<file path="src/rtl/ivs_pkg.sv">
// Package: register map, field layout and timing constants for the vector/shadow config block
package ivs_pkg;

  // Register byte addresses (word aligned)
  localparam logic [4:0] IVS_ADDR_CTRL   = 5'h00;
  localparam logic [4:0] IVS_ADDR_SHADOW = 5'h04;
  localparam logic [4:0] IVS_ADDR_RELOAD = 5'h08;
  localparam logic [4:0] IVS_ADDR_STAT   = 5'h0C;
  localparam logic [4:0] IVS_ADDR_MASK   = 5'h10;
  localparam logic [4:0] IVS_ADDR_PROX   = 5'h14;

  // Control register fields
  localparam int IVS_POL_LSB    = 0;
  localparam int IVS_POL_W      = 5;
  localparam int IVS_THR_LSB    = 8;
  localparam int IVS_THR_W      = 3;
  localparam int IVS_MULTI_VECTOR_SELECT_BIT   = 12;
  localparam int IVS_GAP_LSB    = 16;
  localparam int IVS_GAP_W      = 7;
  localparam logic [31:0] IVS_CTRL_WMASK   = 32'h007F171F;
  localparam logic [31:0] IVS_SHADOW_WMASK = 32'hFFFFFFF1;
  localparam logic [31:0] IVS_CTRL_RST     = 32'h00000000;
  localparam logic [31:0] IVS_SHADOW_RST   = 32'h00000000;
  localparam logic [31:0] IVS_RELOAD_RST   = 32'h00000000;

  // Shadow field layout: level n at bits 4n+3..4n, single-vector bit 0
  localparam int IVS_SS_W       = 4;
  localparam int IVS_SV_BIT     = 0;
  localparam int IVS_LEVELS     = 7;

  // Gap: base stride of 8 bytes, widest gap 512 bytes
  localparam int IVS_GAP_BASE_SH = 3;
  localparam int IVS_GAP_BYTES_W = 10;

  // Event status bits
  localparam int IVS_EV_W       = 7;
  localparam int IVS_EV_EDGE    = 0;   // bits 4..0 one per external input
  localparam int IVS_EV_PROX    = 5;
  localparam int IVS_EV_BADCFG  = 6;

  // Pin filter: synchroniser depth
  localparam int IVS_SYNC_STAGES = 2;

  // Interrupt request presented by the core side
  typedef struct packed {
    logic       valid;
    logic [2:0] level;
  } ivs_req_s;

  // Shadow selection result toward the core
  typedef struct packed {
    logic       use_shadow;
    logic [3:0] set;
  } ivs_shadow_s;

endpackage : ivs_pkg

</file>
<file path="src/rtl/ivs_edge_detect.sv">
// Synchronise external interrupt pins and detect the programmed edge
`timescale 1ns/1ns
module ivs_edge_detect #(
  parameter int N = 5
) (
  input  wire logic         clk_i,
  input  wire logic         reset_i,
  input  wire logic [N-1:0] pin_i,
  input  wire logic [N-1:0] rising_i,
  output logic      [N-1:0] edge_o
);
  import ivs_pkg::*;

  logic [N-1:0] meta_q;
  logic [N-1:0] sync_q;
  logic [N-1:0] last_q;
  logic [N-1:0] rise_w;
  logic [N-1:0] fall_w;

  ////////////////////////////////////////////////////////////////
  // Two flops before use; only the second and third are looked at
  always_ff @(posedge clk_i or posedge reset_i) begin
    if (reset_i) begin
      meta_q <= '0;
      sync_q <= '0;
      last_q <= '0;
    end else begin
      meta_q <= pin_i;
      sync_q <= meta_q;
      last_q <= sync_q;
    end
  end

  // Polarity picks rising or falling per input
  assign rise_w = sync_q & ~last_q;
  assign fall_w = ~sync_q & last_q;
  assign edge_o = (rising_i & rise_w) | (~rising_i & fall_w);

endmodule : ivs_edge_detect

</file>
<file path="src/rtl/ivs_config.sv">
// Vectored interrupt controller configuration: mode, gap, threshold, polarity, shadow map
//
// Notes on behaviour
// - Gap field: zero gives 0 bytes, one-hot bit k gives 8 times 2^k bytes.
// - With multi-vector select clear, the gap field has no effect.
// - Control bit 12 set means multi-vector mode, clear means single vector.
// - Threshold n nonzero: requests of level n or lower start the proximity timer.
// - Threshold zero keeps requests from starting the proximity timer; a count already loaded still runs down.
// - Five polarity bits 0..4: one detects rising, zero falling edges.
// - Each level 1..7 has a four-bit shadow set; 0 and 1 valid, rest reserved.
// - Per-level shadow fields are ignored in single-vector mode.
// - Shadow register bit 0 set: single vector comes with a shadow set.
// - Unimplemented control and shadow register bits read back as zero.
// - Proximity timer trigger loads the 32-bit software reload value.
`timescale 1ns/1ns
module ivs_config #(
  parameter int EXT_IRQS = 5
) (
  input  wire logic                  clk_i,
  input  wire logic                  reset_i,
  // Classic Wishbone slave
  input  wire logic                  wb_cyc_i,
  input  wire logic                  wb_stb_i,
  input  wire logic                  wb_we_i,
  input  wire logic [4:0]            wb_adr_i,
  input  wire logic [3:0]            wb_sel_i,
  input  wire logic [31:0]           wb_dat_i,
  output logic      [31:0]           wb_dat_o,
  output logic                       wb_ack_o,
  output logic                       wb_err_o,
  // External interrupt pins and core request
  input  wire logic [EXT_IRQS-1:0]   ext_irq_i,
  input  wire ivs_pkg::ivs_req_s     req_i,
  // Configuration outputs
  output logic                       multi_vector_select_o,
  output logic      [9:0]            vector_gap_bytes_o,
  output ivs_pkg::ivs_shadow_s       shadow_o,
  output logic      [EXT_IRQS-1:0]   ext_edge_o,
  output logic                       prox_load_o,
  output logic      [31:0]           prox_count_o,
  output logic                       irq_o
);
  import ivs_pkg::*;

  ////////////////////////////////////////////////////////////////
  // Functions

  // One-hot gap code to byte distance; non one-hot gives zero
  function automatic logic [IVS_GAP_BYTES_W-1:0] gap_bytes(input logic [IVS_GAP_W-1:0] g);
    logic [IVS_GAP_BYTES_W-1:0] r;
    r = '0;
    for (int k = 0; k < IVS_GAP_W; k++) begin
      if (g == IVS_GAP_W'(1 << k)) begin
        r = IVS_GAP_BYTES_W'(1 << (k + IVS_GAP_BASE_SH));
      end
    end
    return r;
  endfunction : gap_bytes

  // True when the gap code is zero or one-hot
  function automatic logic gap_legal(input logic [IVS_GAP_W-1:0] g);
    return (g & (g - IVS_GAP_W'(1))) == '0;
  endfunction : gap_legal

  // Byte-lane merge of a write
  function automatic logic [31:0] lane_merge(input logic [31:0] old_v,
                                             input logic [31:0] new_v,
                                             input logic [3:0]  sel,
                                             input logic [31:0] wmask);
    logic [31:0] r;
    r = old_v;
    for (int b = 0; b < 4; b++) begin
      if (sel[b]) begin
        r[b*8 +: 8] = new_v[b*8 +: 8];
      end
    end
    return r & wmask;
  endfunction : lane_merge

  ////////////////////////////////////////////////////////////////
  // Registers
  logic [31:0]         ctrl_q;
  logic [31:0]         shadow_q;
  logic [31:0]         reload_q;
  logic [IVS_EV_W-1:0] stat_q;
  logic [IVS_EV_W-1:0] stat_d;
  logic [IVS_EV_W-1:0] mask_q;
  logic [31:0]         prox_q;
  logic [31:0]         rdata_d;
  logic                ack_q;
  logic                err_q;
  logic [31:0]         dat_q;
  logic                multi_vector_select_q;
  logic [9:0]          gap_q;
  ivs_shadow_s         shadow_q_out;
  logic [EXT_IRQS-1:0] edge_q;
  logic                load_q;
  logic                irq_q;

  ////////////////////////////////////////////////////////////////
  // Bus decode
  wire req_w     = wb_cyc_i & wb_stb_i & ~ack_q & ~err_q;
  wire hit_ctrl  = wb_adr_i == IVS_ADDR_CTRL;
  wire hit_shad  = wb_adr_i == IVS_ADDR_SHADOW;
  wire hit_rel   = wb_adr_i == IVS_ADDR_RELOAD;
  wire hit_stat  = wb_adr_i == IVS_ADDR_STAT;
  wire hit_mask  = wb_adr_i == IVS_ADDR_MASK;
  wire hit_prox  = wb_adr_i == IVS_ADDR_PROX;
  wire mapped_w  = hit_ctrl | hit_shad | hit_rel | hit_stat | hit_mask | hit_prox;
  wire wr_w      = req_w & wb_we_i & mapped_w;

  ////////////////////////////////////////////////////////////////
  // Field views
  wire                 multi_vector_select_w  = ctrl_q[IVS_MULTI_VECTOR_SELECT_BIT];
  wire [IVS_GAP_W-1:0] gap_w   = ctrl_q[IVS_GAP_LSB +: IVS_GAP_W];
  wire [IVS_THR_W-1:0] thr_w   = ctrl_q[IVS_THR_LSB +: IVS_THR_W];
  wire [EXT_IRQS-1:0]  pol_w   = ctrl_q[IVS_POL_LSB +: EXT_IRQS];
  wire                 sv_w    = shadow_q[IVS_SV_BIT];

  // Gap only takes effect in multi-vector mode
  wire [9:0] gap_bytes_w = multi_vector_select_w ? gap_bytes(gap_w) : '0;
  // Reserved gap codes are flagged in multi-vector mode; behaviour otherwise left alone
  wire       bad_gap_w   = multi_vector_select_w & ~gap_legal(gap_w);

  // Shadow selection per request level; level 0 never requests
  wire [IVS_SS_W-1:0] lvl_ss_w = shadow_q[req_i.level*IVS_SS_W +: IVS_SS_W];
  ivs_shadow_s shadow_w;
  assign shadow_w.use_shadow = multi_vector_select_w ? (req_i.valid & (req_i.level != 3'h0))
                                      : (req_i.valid & sv_w);
  assign shadow_w.set        = (multi_vector_select_w && req_i.level != 3'h0) ? lvl_ss_w
                                                               : {3'h0, sv_w};

  // Proximity trigger: nonzero threshold, level at or under it
  wire prox_trig_w = req_i.valid & (thr_w != 3'h0) & (req_i.level != 3'h0)
                     & (req_i.level <= thr_w);

  // External edge detection
  logic [EXT_IRQS-1:0] edge_w;
  ivs_edge_detect #(.N(EXT_IRQS)) u_edge (
    .clk_i    (clk_i),
    .reset_i  (reset_i),
    .pin_i    (ext_irq_i),
    .rising_i (pol_w),
    .edge_o   (edge_w)
  );

  // Events: set wins over write-one-to-clear
  wire [IVS_EV_W-1:0] ev_w = {bad_gap_w, prox_trig_w, edge_w};
  wire [IVS_EV_W-1:0] w1c_w = (wr_w & hit_stat & wb_sel_i[0]) ? wb_dat_i[IVS_EV_W-1:0] : '0;
  assign stat_d = (stat_q & ~w1c_w) | ev_w;

  // Read mux; unimplemented bits already zero by write masks
  always_comb begin
    rdata_d = 32'h00000000;
    case (1'b1)
      hit_ctrl: rdata_d = ctrl_q;
      hit_shad: rdata_d = shadow_q;
      hit_rel:  rdata_d = reload_q;
      hit_stat: rdata_d = {25'h0, stat_q};
      hit_mask: rdata_d = {25'h0, mask_q};
      hit_prox: rdata_d = prox_q;
      default:  rdata_d = 32'h00000000;
    endcase
  end

  ////////////////////////////////////////////////////////////////
  // Configuration registers
  always_ff @(posedge clk_i or posedge reset_i) begin
    if (reset_i) begin
      ctrl_q   <= IVS_CTRL_RST;
      shadow_q <= IVS_SHADOW_RST;
      reload_q <= IVS_RELOAD_RST;
      mask_q   <= '0;
    end else if (wr_w) begin
      if (hit_ctrl) ctrl_q <= lane_merge(ctrl_q, wb_dat_i, wb_sel_i, IVS_CTRL_WMASK);
      if (hit_shad) shadow_q <= lane_merge(shadow_q, wb_dat_i, wb_sel_i, IVS_SHADOW_WMASK);
      if (hit_rel) reload_q <= lane_merge(reload_q, wb_dat_i, wb_sel_i, 32'hFFFFFFFF);
      if (hit_mask && wb_sel_i[0]) mask_q <= wb_dat_i[IVS_EV_W-1:0];
    end
  end

  // Status and proximity counter; reload on trigger, else count down and hold at zero
  always_ff @(posedge clk_i or posedge reset_i) begin
    if (reset_i) begin
      stat_q <= '0;
      prox_q <= '0;
    end else begin
      stat_q <= stat_d;
      if (prox_trig_w) prox_q <= reload_q;
      else if (prox_q != 32'h0) prox_q <= prox_q - 32'h1;
    end
  end

  // Bus answer: one cycle after the request, released the cycle after
  always_ff @(posedge clk_i or posedge reset_i) begin
    if (reset_i) begin
      ack_q <= 1'b0;
      err_q <= 1'b0;
      dat_q <= '0;
    end else begin
      ack_q <= req_w & mapped_w;
      err_q <= req_w & ~mapped_w;
      dat_q <= (req_w & ~wb_we_i & mapped_w) ? rdata_d : 32'h00000000;
    end
  end

  // Registered outputs
  always_ff @(posedge clk_i or posedge reset_i) begin
    if (reset_i) begin
      multi_vector_select_q       <= 1'b0;
      gap_q        <= '0;
      shadow_q_out <= '0;
      edge_q       <= '0;
      load_q       <= 1'b0;
      irq_q        <= 1'b0;
    end else begin
      multi_vector_select_q       <= multi_vector_select_w;
      gap_q        <= gap_bytes_w;
      shadow_q_out <= shadow_w;
      edge_q       <= edge_w;
      load_q       <= prox_trig_w;
      irq_q        <= |(stat_d & mask_q);
    end
  end

  assign wb_ack_o              = ack_q;
  assign wb_err_o              = err_q;
  assign wb_dat_o              = dat_q;
  assign multi_vector_select_o = multi_vector_select_q;
  assign vector_gap_bytes_o    = gap_q;
  assign shadow_o              = shadow_q_out;
  assign ext_edge_o            = edge_q;
  assign prox_load_o           = load_q;
  assign prox_count_o          = prox_q;
  assign irq_o                 = irq_q;

  ////////////////////////////////////////////////////////////////
  // Assertions
  property p_gap_single;
    @(posedge clk_i) disable iff (reset_i)
      !multi_vector_select_w |=> vector_gap_bytes_o == 10'h000;
  endproperty
  a_gap_single: assert property (p_gap_single) else $error("gap nonzero in single mode");

  property p_gap_value;
    @(posedge clk_i) disable iff (reset_i)
      (multi_vector_select_w && gap_w == 7'h40) |=> vector_gap_bytes_o == 10'h200;
  endproperty
  a_gap_value: assert property (p_gap_value) else $error("top gap code not 512 bytes");

  property p_mode_out;
    @(posedge clk_i) disable iff (reset_i)
      ctrl_q[12] |=> multi_vector_select_o;
  endproperty
  a_mode_out: assert property (p_mode_out) else $error("mode bit not reflected");

  property p_prox_off;
    @(posedge clk_i) disable iff (reset_i)
      thr_w == 3'h0 |=> !prox_load_o;
  endproperty
  a_prox_off: assert property (p_prox_off) else $error("timer started while disabled");

  property p_prox_on;
    @(posedge clk_i) disable iff (reset_i)
      (req_i.valid && req_i.level == 3'h1 && thr_w == 3'h1) |=> prox_load_o;
  endproperty
  a_prox_on: assert property (p_prox_on) else $error("level 1 did not start timer");

  property p_reload;
    @(posedge clk_i) disable iff (reset_i)
      prox_trig_w |=> prox_count_o == $past(reload_q);
  endproperty
  a_reload: assert property (p_reload) else $error("timer not loaded with reload");

  property p_shadow_single;
    @(posedge clk_i) disable iff (reset_i)
      (!multi_vector_select_w && req_i.valid) |=> shadow_o.use_shadow == $past(sv_w) && shadow_o.set[3:1] == 3'h0;
  endproperty
  a_shadow_single: assert property (p_shadow_single) else $error("single shadow wrong");

  property p_shadow_level;
    @(posedge clk_i) disable iff (reset_i)
      (multi_vector_select_w && req_i.valid && req_i.level == 3'h7) |=> shadow_o.set == $past(shadow_q[31:28]);
  endproperty
  a_shadow_level: assert property (p_shadow_level) else $error("level 7 shadow wrong");

  property p_unimpl_zero;
    @(posedge clk_i) disable iff (reset_i)
      (ctrl_q & ~IVS_CTRL_WMASK) == 32'h0 && shadow_q[3:1] == 3'h0;
  endproperty
  a_unimpl_zero: assert property (p_unimpl_zero) else $error("unimplemented bit set");

  property p_gap_min;
    @(posedge clk_i) disable iff (reset_i)
      (multi_vector_select_w && gap_w == 7'h01) |=> vector_gap_bytes_o == 10'h008;
  endproperty
  a_gap_min: assert property (p_gap_min) else $error("lowest gap code not 8 bytes");

  property p_mode_single;
    @(posedge clk_i) disable iff (reset_i)
      !ctrl_q[IVS_MULTI_VECTOR_SELECT_BIT] |=> !multi_vector_select_o;
  endproperty
  a_mode_single: assert property (p_mode_single) else $error("single mode not shown");

  property p_prox_above;
    @(posedge clk_i) disable iff (reset_i)
      (req_i.valid && req_i.level > thr_w) |=> !prox_load_o;
  endproperty
  a_prox_above: assert property (p_prox_above) else $error("timer above threshold");

  property p_prox_top;
    @(posedge clk_i) disable iff (reset_i)
      (req_i.valid && req_i.level == 3'h7 && thr_w == 3'h7) |=> prox_load_o;
  endproperty
  a_prox_top: assert property (p_prox_top) else $error("level 7 did not start timer");

  property p_shadow_ignored;
    @(posedge clk_i) disable iff (reset_i)
      (!multi_vector_select_w && req_i.valid && !sv_w) |=> !shadow_o.use_shadow && shadow_o.set == 4'h0;
  endproperty
  a_shadow_ignored: assert property (p_shadow_ignored) else $error("single set nonzero");

  property p_shadow_lvl1;
    @(posedge clk_i) disable iff (reset_i)
      (multi_vector_select_w && req_i.valid && req_i.level == 3'h1) |=> shadow_o.set == $past(shadow_q[7:4]);
  endproperty
  a_shadow_lvl1: assert property (p_shadow_lvl1) else $error("level 1 shadow wrong");

  property p_ctrl_rd_zero;
    @(posedge clk_i) disable iff (reset_i)
      (req_w && !wb_we_i && hit_ctrl) |=> (wb_dat_o & ~IVS_CTRL_WMASK) == 32'h00000000;
  endproperty
  a_ctrl_rd_zero: assert property (p_ctrl_rd_zero) else $error("ctrl read bit set");

  property p_shad_rd_zero;
    @(posedge clk_i) disable iff (reset_i)
      (req_w && !wb_we_i && hit_shad) |=> wb_dat_o[3:1] == 3'h0;
  endproperty
  a_shad_rd_zero: assert property (p_shad_rd_zero) else $error("shadow read bit set");

  // No disable here: it must look at the edge right after reset lets go
  property p_reset_zero;
    @(posedge clk_i)
      $past(reset_i) |-> (ctrl_q | shadow_q) == 32'h00000000;
  endproperty
  a_reset_zero: assert property (p_reset_zero) else $error("config not zero after reset");

endmodule : ivs_config

</file>
<file path="config.mk">
export PLATFORM = sky130hd
export DESIGN_NAME = ivs_config
export DESIGN_NICKNAME = d
export VERILOG_FILES = /design/src/rtl/ivs_pkg.sv /design/src/rtl/ivs_edge_detect.sv /design/src/rtl/ivs_config.sv
export SDC_FILE = /design/constraint.sdc
export NUM_CORES = 1
export LEC_CHECK = 0
export ABC_CLOCK_PERIOD_IN_PS = 11100
export BUFFER_PORTS_ARGS = -buffer_cell sky130_fd_sc_hd__buf_2
export CORE_ASPECT_RATIO = 1.2
export CORE_MARGIN = 2
export CORE_UTILIZATION = 55
export CTS_CLUSTER_SIZE = 10
export DETAILED_ROUTE_END_ITERATION = 16
export GPL_ROUTABILITY_DRIVEN = 0
export GPL_TIMING_DRIVEN = 0
export PLACE_DENSITY = 0.87
export SLEW_MARGIN = 20
export SYNTH_ARGS = -nofsm -noshare
export SYNTH_HDL_FRONTEND = slang
export SYNTH_HIERARCHICAL = 1
export SYNTH_SLANG_ARGS = --single-unit
</file>
<file path="constraint.sdc">
create_clock -name clk_i -period 11.1 [get_ports clk_i]
set_input_delay 1.11 -clock clk_i [delete_from_list [all_inputs] [get_ports clk_i]]
set_output_delay 1.11 -clock clk_i [all_outputs]
set_load 0.02 [all_outputs]
</file>
# Word-level counts from Yosys, hierarchy flattened
# Cells that the tools add are included.
dict set report op_classes {
  add_sub_neg 2
  order_cmp 1
  eq_ne 12
  n_shift 1
  muxes 20
  n_bitwise 40
  n_reduce_logical 21
}
# op count
set op_table {}
lappend op_table {{32-bit 2-to-1 mux} 9}
lappend op_table {{3-bit AND reduction} 11}
lappend op_table {{32-bit nonzero test} 1}
lappend op_table {{32-bit by 6-bit indexed part select with 4-bit output} 1}
lappend op_table {{32-bit by 1-bit subtractor with 32-bit output (second input constant)} 1}
lappend op_table {{7-bit bitwise AND} 3}
lappend op_table {{5-bit bitwise AND} 4}
lappend op_table {{10-bit 2-to-1 mux} 2}
lappend op_table {{1-bit bitwise AND} 17}
lappend op_table {{5-bit NOT} 3}
lappend op_table {{7-bit 2-to-1 mux} 2}
lappend op_table {{5-bit by 4-bit == test with 1-bit output (second input constant)} 2}
lappend op_table {{5-bit == test (second input constant)} 2}
lappend op_table {{9-bit 2-to-1 mux} 1}
lappend op_table {{4-bit 2-to-1 mux} 2}
lappend op_table {{8-bit 2-to-1 mux} 1}
lappend op_table {{7-bit by 1-bit == test with 1-bit output (second input constant)} 1}
lappend op_table {{7-bit by 2-bit == test with 1-bit output (second input constant)} 1}
lappend op_table {{7-bit by 3-bit == test with 1-bit output (second input constant)} 1}
lappend op_table {{7-bit by 4-bit == test with 1-bit output (second input constant)} 1}
lappend op_table {{7-bit by 5-bit == test with 1-bit output (second input constant)} 1}
lappend op_table {{7-bit by 6-bit == test with 1-bit output (second input constant)} 1}
lappend op_table {{7-bit == test (second input constant)} 1}
lappend op_table {{7-bit logical NOT} 1}
lappend op_table {{17 further kinds} 27}
dict set report totals {
  ff_bits 195
  in_bits 55
  output_inout_bits 89
  wordCells 124
}

# Longest topological paths before layout
dict set report logic_depth {
  depth_word 15
  depth_mapped 12
  mapped_depth_nobuf 8
}

# By module
# The synthesis kept the hierarchy.
# module instances cells_per_inst area_per_inst_um2 seq_area_each_um2
set modules_own_cells {}
lappend modules_own_cells {ivs_config 1 772 8399.3 4429.2}
lappend modules_own_cells {ivs_edge_detect 1 31 491.7 375.4}

# Worst setup path after synthesis
# No wires, ideal clock.
dict set report synth_timing {
  path_type {input -> register}
  from {input req_i[0] (netlist name)}
  to {register prox_q[2], in the netlist prox_count_o[2]}
  setup_ns 0.095
  arrival_ns 2.863
  t_required_ns 11.005
  path_slack_ns 8.142
  stages 11
  path_buffers 4
  cell_sequence {buf_1 -> inv_1 -> ha_1 -> a31oi_1 -> a21o_1 -> buf_2 -> inv_1 -> buf_2 -> buf_1 -> nand2_1 -> o31ai_1}
}
dict set report synth_between {
  elab_chain_len 4
  word_cells_on_any_way 6
  classes_between {order compare (1); mux (1); bitwise (2); reduce/logical (2)}
}
# element line
set synth_lines {}
lappend synth_lines {{start: declaration} ivs_config.sv:33} ;# input wire ivs_pkg::ivs_req_s req_i,
lappend synth_lines {{branches (longest 2 deep; another with 3-bit less-or-equal comparator)} n/a}
lappend synth_lines {{1-bit bitwise AND *} ivs_config.sv:135} ;# & (req_i.level <= thr_w);
lappend synth_lines {{named net prox_trig_w} ivs_config.sv:134} ;# wire prox_trig_w = req_i.valid & (thr_w != 3'h0) & (req_i.level != 3'h0)
lappend synth_lines {{32-bit 2-to-1 mux / 2-bit nonzero test (equally long branches)} n/a}
lappend synth_lines {{end signal: assignment} ivs_config.sv:189} ;# if (prox_trig_w) prox_q <= reload_q;
lappend synth_lines {{end signal: assignment} ivs_config.sv:190} ;# else if (prox_q != 32'h0) prox_q <= prox_q - 32'h1;
lappend synth_lines {{end: declaration} ivs_config.sv:88} ;# logic [31:0] prox_q;
# Mark *: on every way through the listed nets, which the timed path passes.
# A chain may end at the register's enable or synchronous reset.

# Worst setup path in the final report
dict set report layout_timing {
  from {input req_i[0] (netlist name)}
  to {register prox_q[29], in the netlist prox_count_o[29]}
}
# The elaborated chain is that of the path after synthesis.

==> impl_metrics.yaml <==
floorplan:
  coreArea_mm2: 0.01570
  rows: 50
  die_area_mm2: 0.01720
  die_h_um: 143.3
  pin_count: 144
  die_x_um: 120.1
  start_util_pct: 56.62
synth:
  syn-instance-count: 803
  synth-seq-cells: 192
  synth_edf_count: 0
  ys_seq_area_share_pct: 54.04
  synth_area_leaders: "dfrtp_1 54%, mux2_2 11%, nor2_1 3.5%"
  ys_warn_count: 6
  synth.avg_cell_area_um2: 11.07
  ys.flop_type: "dfrtp_1"
  synthArstFlopShare_pct: 100.0
  synth_cell_types: 70
  synth_top_area_share_pct: 54.04
  syn-cell-area_mm2: 0.008891
  synth_area_leader_cell: "dfrtp_1"
route:
  wl_mm: 25.24
  wire_per_inst_um: 21.30
  firstDrtPassIters: 7
  vias: 7458
  drc_errors: 0
  drt-initial-drc-count: 724
  postRouteAntennaNets: 0
  viasPerCell: 6.294
sta:
  clock.fmax_ghz: 0.2825
  maxSlewHeadroom_pct: 21.22
  fin_skew_ns: 0.01234
  setup_viol: 0
  final.setup.tns_ns: 0
  worst_slew_pin_slew_ns: 1.172
  min_period_ns: 3.540
  hold_viol_final: 0
  slew_violations: 0
  grt_setup_unrepaired: "false"
  fin_crit_sh_pct: 31.89
worst_setup_path:
  critPathKind: "in2reg"
  arrival_ns: 3.91
  crit_top_cell: "buf_2"
  start_kind: "input port"
  crit_path_end_kind: "register"
  crit_fanout: 10
  slowest_delay_ns: 0.52
  crit_chain: "buf_2 > buf_1 > inv_1 > ha_1 > a31oi_1 > a21o_1 > buf_2 > inv_1 > buf_2 > buf_1 > nand2_1 > nand3_1"
  slowest_stage: "buf_1"
  critPathRequiredTime_ns: 11.47
final_layout:
  post-route-util_pct: 66.46
  final_cell_count_no_fill: 1185
  diodes: 0
  area_delta_synth_final_pct: 17.38
  drive_above_1_share_pct: 30.40
  fin_nets: 1025
global_routing:
  grt_pass1_wl_mm: 39.16
  grt_start_max_net_pins: 106
  grt_usage_pct: 30.36
  grt_antenna_before_repair: 0
  first_global_vias: 7150
  gr-total-overflow: 0
place:
  hpwlAfterDp_mm: 18.52
  place_inst: 1154
  io_buffer_count: 140
clock_tree:
  cts_hold_buf: 0
  clkTransAtPathRegs_ns: 0.07
  cts-htree-levels: 4
  cts_tree: "built"
  numCtsBuffers: 17
  cts_sinks: 192
  postCtsSetupBuffers: 0
  post_cts_resized: 0
  root_buffer: "clkbuf_16"
  clk_latency_ns: 0.44
  clock_path_buffers: 2
run:
  maxCapViolCount: 0
min_path:
  min_path_type: "reg2reg"
pwr:
  power_leakage_nw: 4.838
  total_power_mw: 1.589
  vdd_drop_max_uv: 119.4
  powerDensity_mw_per_mm2: 152.3
status:
  status: "finished clean"
-- Yosys cell counts, drive strengths merged (4+ instances only) --
cell    instances
nor3           22
buf            14
nand2b         23
or4            15
mux2           88
nand3b          7
mux4            4
a31oi          24
or3            11
a21oi          28
a21boi         10
inv            16
nor3b           7
and2            4
a222oi          4
o21ai          41
dfrtp         192
nor2b           4
a211oi          9
nand4           6
o31ai          12
mux2i           5
ha              5
nor2           88
clkbuf         24
nand3          11
nand2          55
nor4           18
xnor2           7
a22oi           5
-- cells in the final DEF (no fill, tap or decap), types with 15 or more instances in the layout --
master	instances
dfrtp_1	192
buf_2	145
mux2_2	88
nor2_1	84
nand2_1	55
o21ai_0	36
a21oi_1	28
clkbuf_1	25
a31oi_1	24
nand2b_1	23
nor3_1	21
clkbuf_16	17
inv_1	15
-- routing by layer --
| layer | vias to the layer above | track usage [%] | share of wire, % |
|---|---|---|---|
| met5 | - | 0 | 0 |
| met4 | 0 | 16.04 | 5.0 |
| met3 | 81 | 7.149 | 9.9 |
| met2 | 445 | 49.28 | 49 |
| met1 | 3672 | 37.87 | 36 |
| li1 | 3260 | - | - |
-- state kept, by name, indices dropped and copies added (netlist names), 7 cells and up --
| name | count |
|---|---|
| ctrl_q | 16 |
| mask_q | 7 |
| prox_count_o | 32 |
| reload_q | 32 |
| shadow_q | 29 |
| stat_q | 7 |
| vector_gap_bytes_o | 7 |
| wb_dat_o | 32 |
-- where the power goes --
part,switching [mW],internal (mW),leakage (nW)
sequential,0.0590,0.736,2.50
combinational,0.144,0.0842,2.09
clock,0.268,0.298,0.247
-- critical path, delay by kind of cell --
kind | cells | cell delay, ns
and+or+nand+nor | 2 | 0.24
AOI/OAI and AO/OA | 2 | 0.30
adders and majority gates | 1 | 0.31
buffers and inverters | 7 | 1.93
-- layout make-up --
cell class | instances | area [µm²]
buffer | 38 | 163.9
clock buffer | 20 | 456.7
clock inverter | 11 | 85.08
fill | 1160 | 5266
inverter | 16 | 67.56
multi-input combinational | 559 | 3870
sequential | 192 | 4805
tap | 208 | 260.3
timing repair buffer | 141 | 728.2
-- path summary, 6_finish.rpt --
path	startpoint	to	slack, ns	cells after the start
worst min-delay path	u_edge/meta_q[1]	u_edge/sync_q[1]	0.35	0
worst max register to register	prox_count_o[24]	prox_count_o[0]	8.31	7
max in group asynchronous	reset_i	reload_q[17]	9.46	3
min in group asynchronous	reset_i	ext_edge_o[1]	0.71	2
worst max-delay path	req_i[0]	prox_count_o[29]	7.56	12
worst min register to register	u_edge/meta_q[1]	u_edge/sync_q[1]	0.35	0
-- cell families after synthesis --
logic type                 synth area share [%]
xor gates and xnor gates                 0.8866
other                                   0.04218
muxes                                     12.72
buffers and inverters                     2.519
adders and majority gates                0.7036
DFF                                       54.04
and+or+nand+nor                           16.97
AOI/OAI and AO/OA                         12.12
-- through the flow --
stage	hold WS (ns)	setup WS, ns	cell area (µm²)
5_1_grt	0.3575	7.414	10440
3_5_place_dp	0.3358	7.180	9894
4_1_cts	0.3517	7.615	10440
6_report	0.3484	7.560	10440
3_3_place_gp	0.3326	3.425	9859
2_1_floorplan	0.3312	5.188	8899
Power figures use the tool's default switching activity.
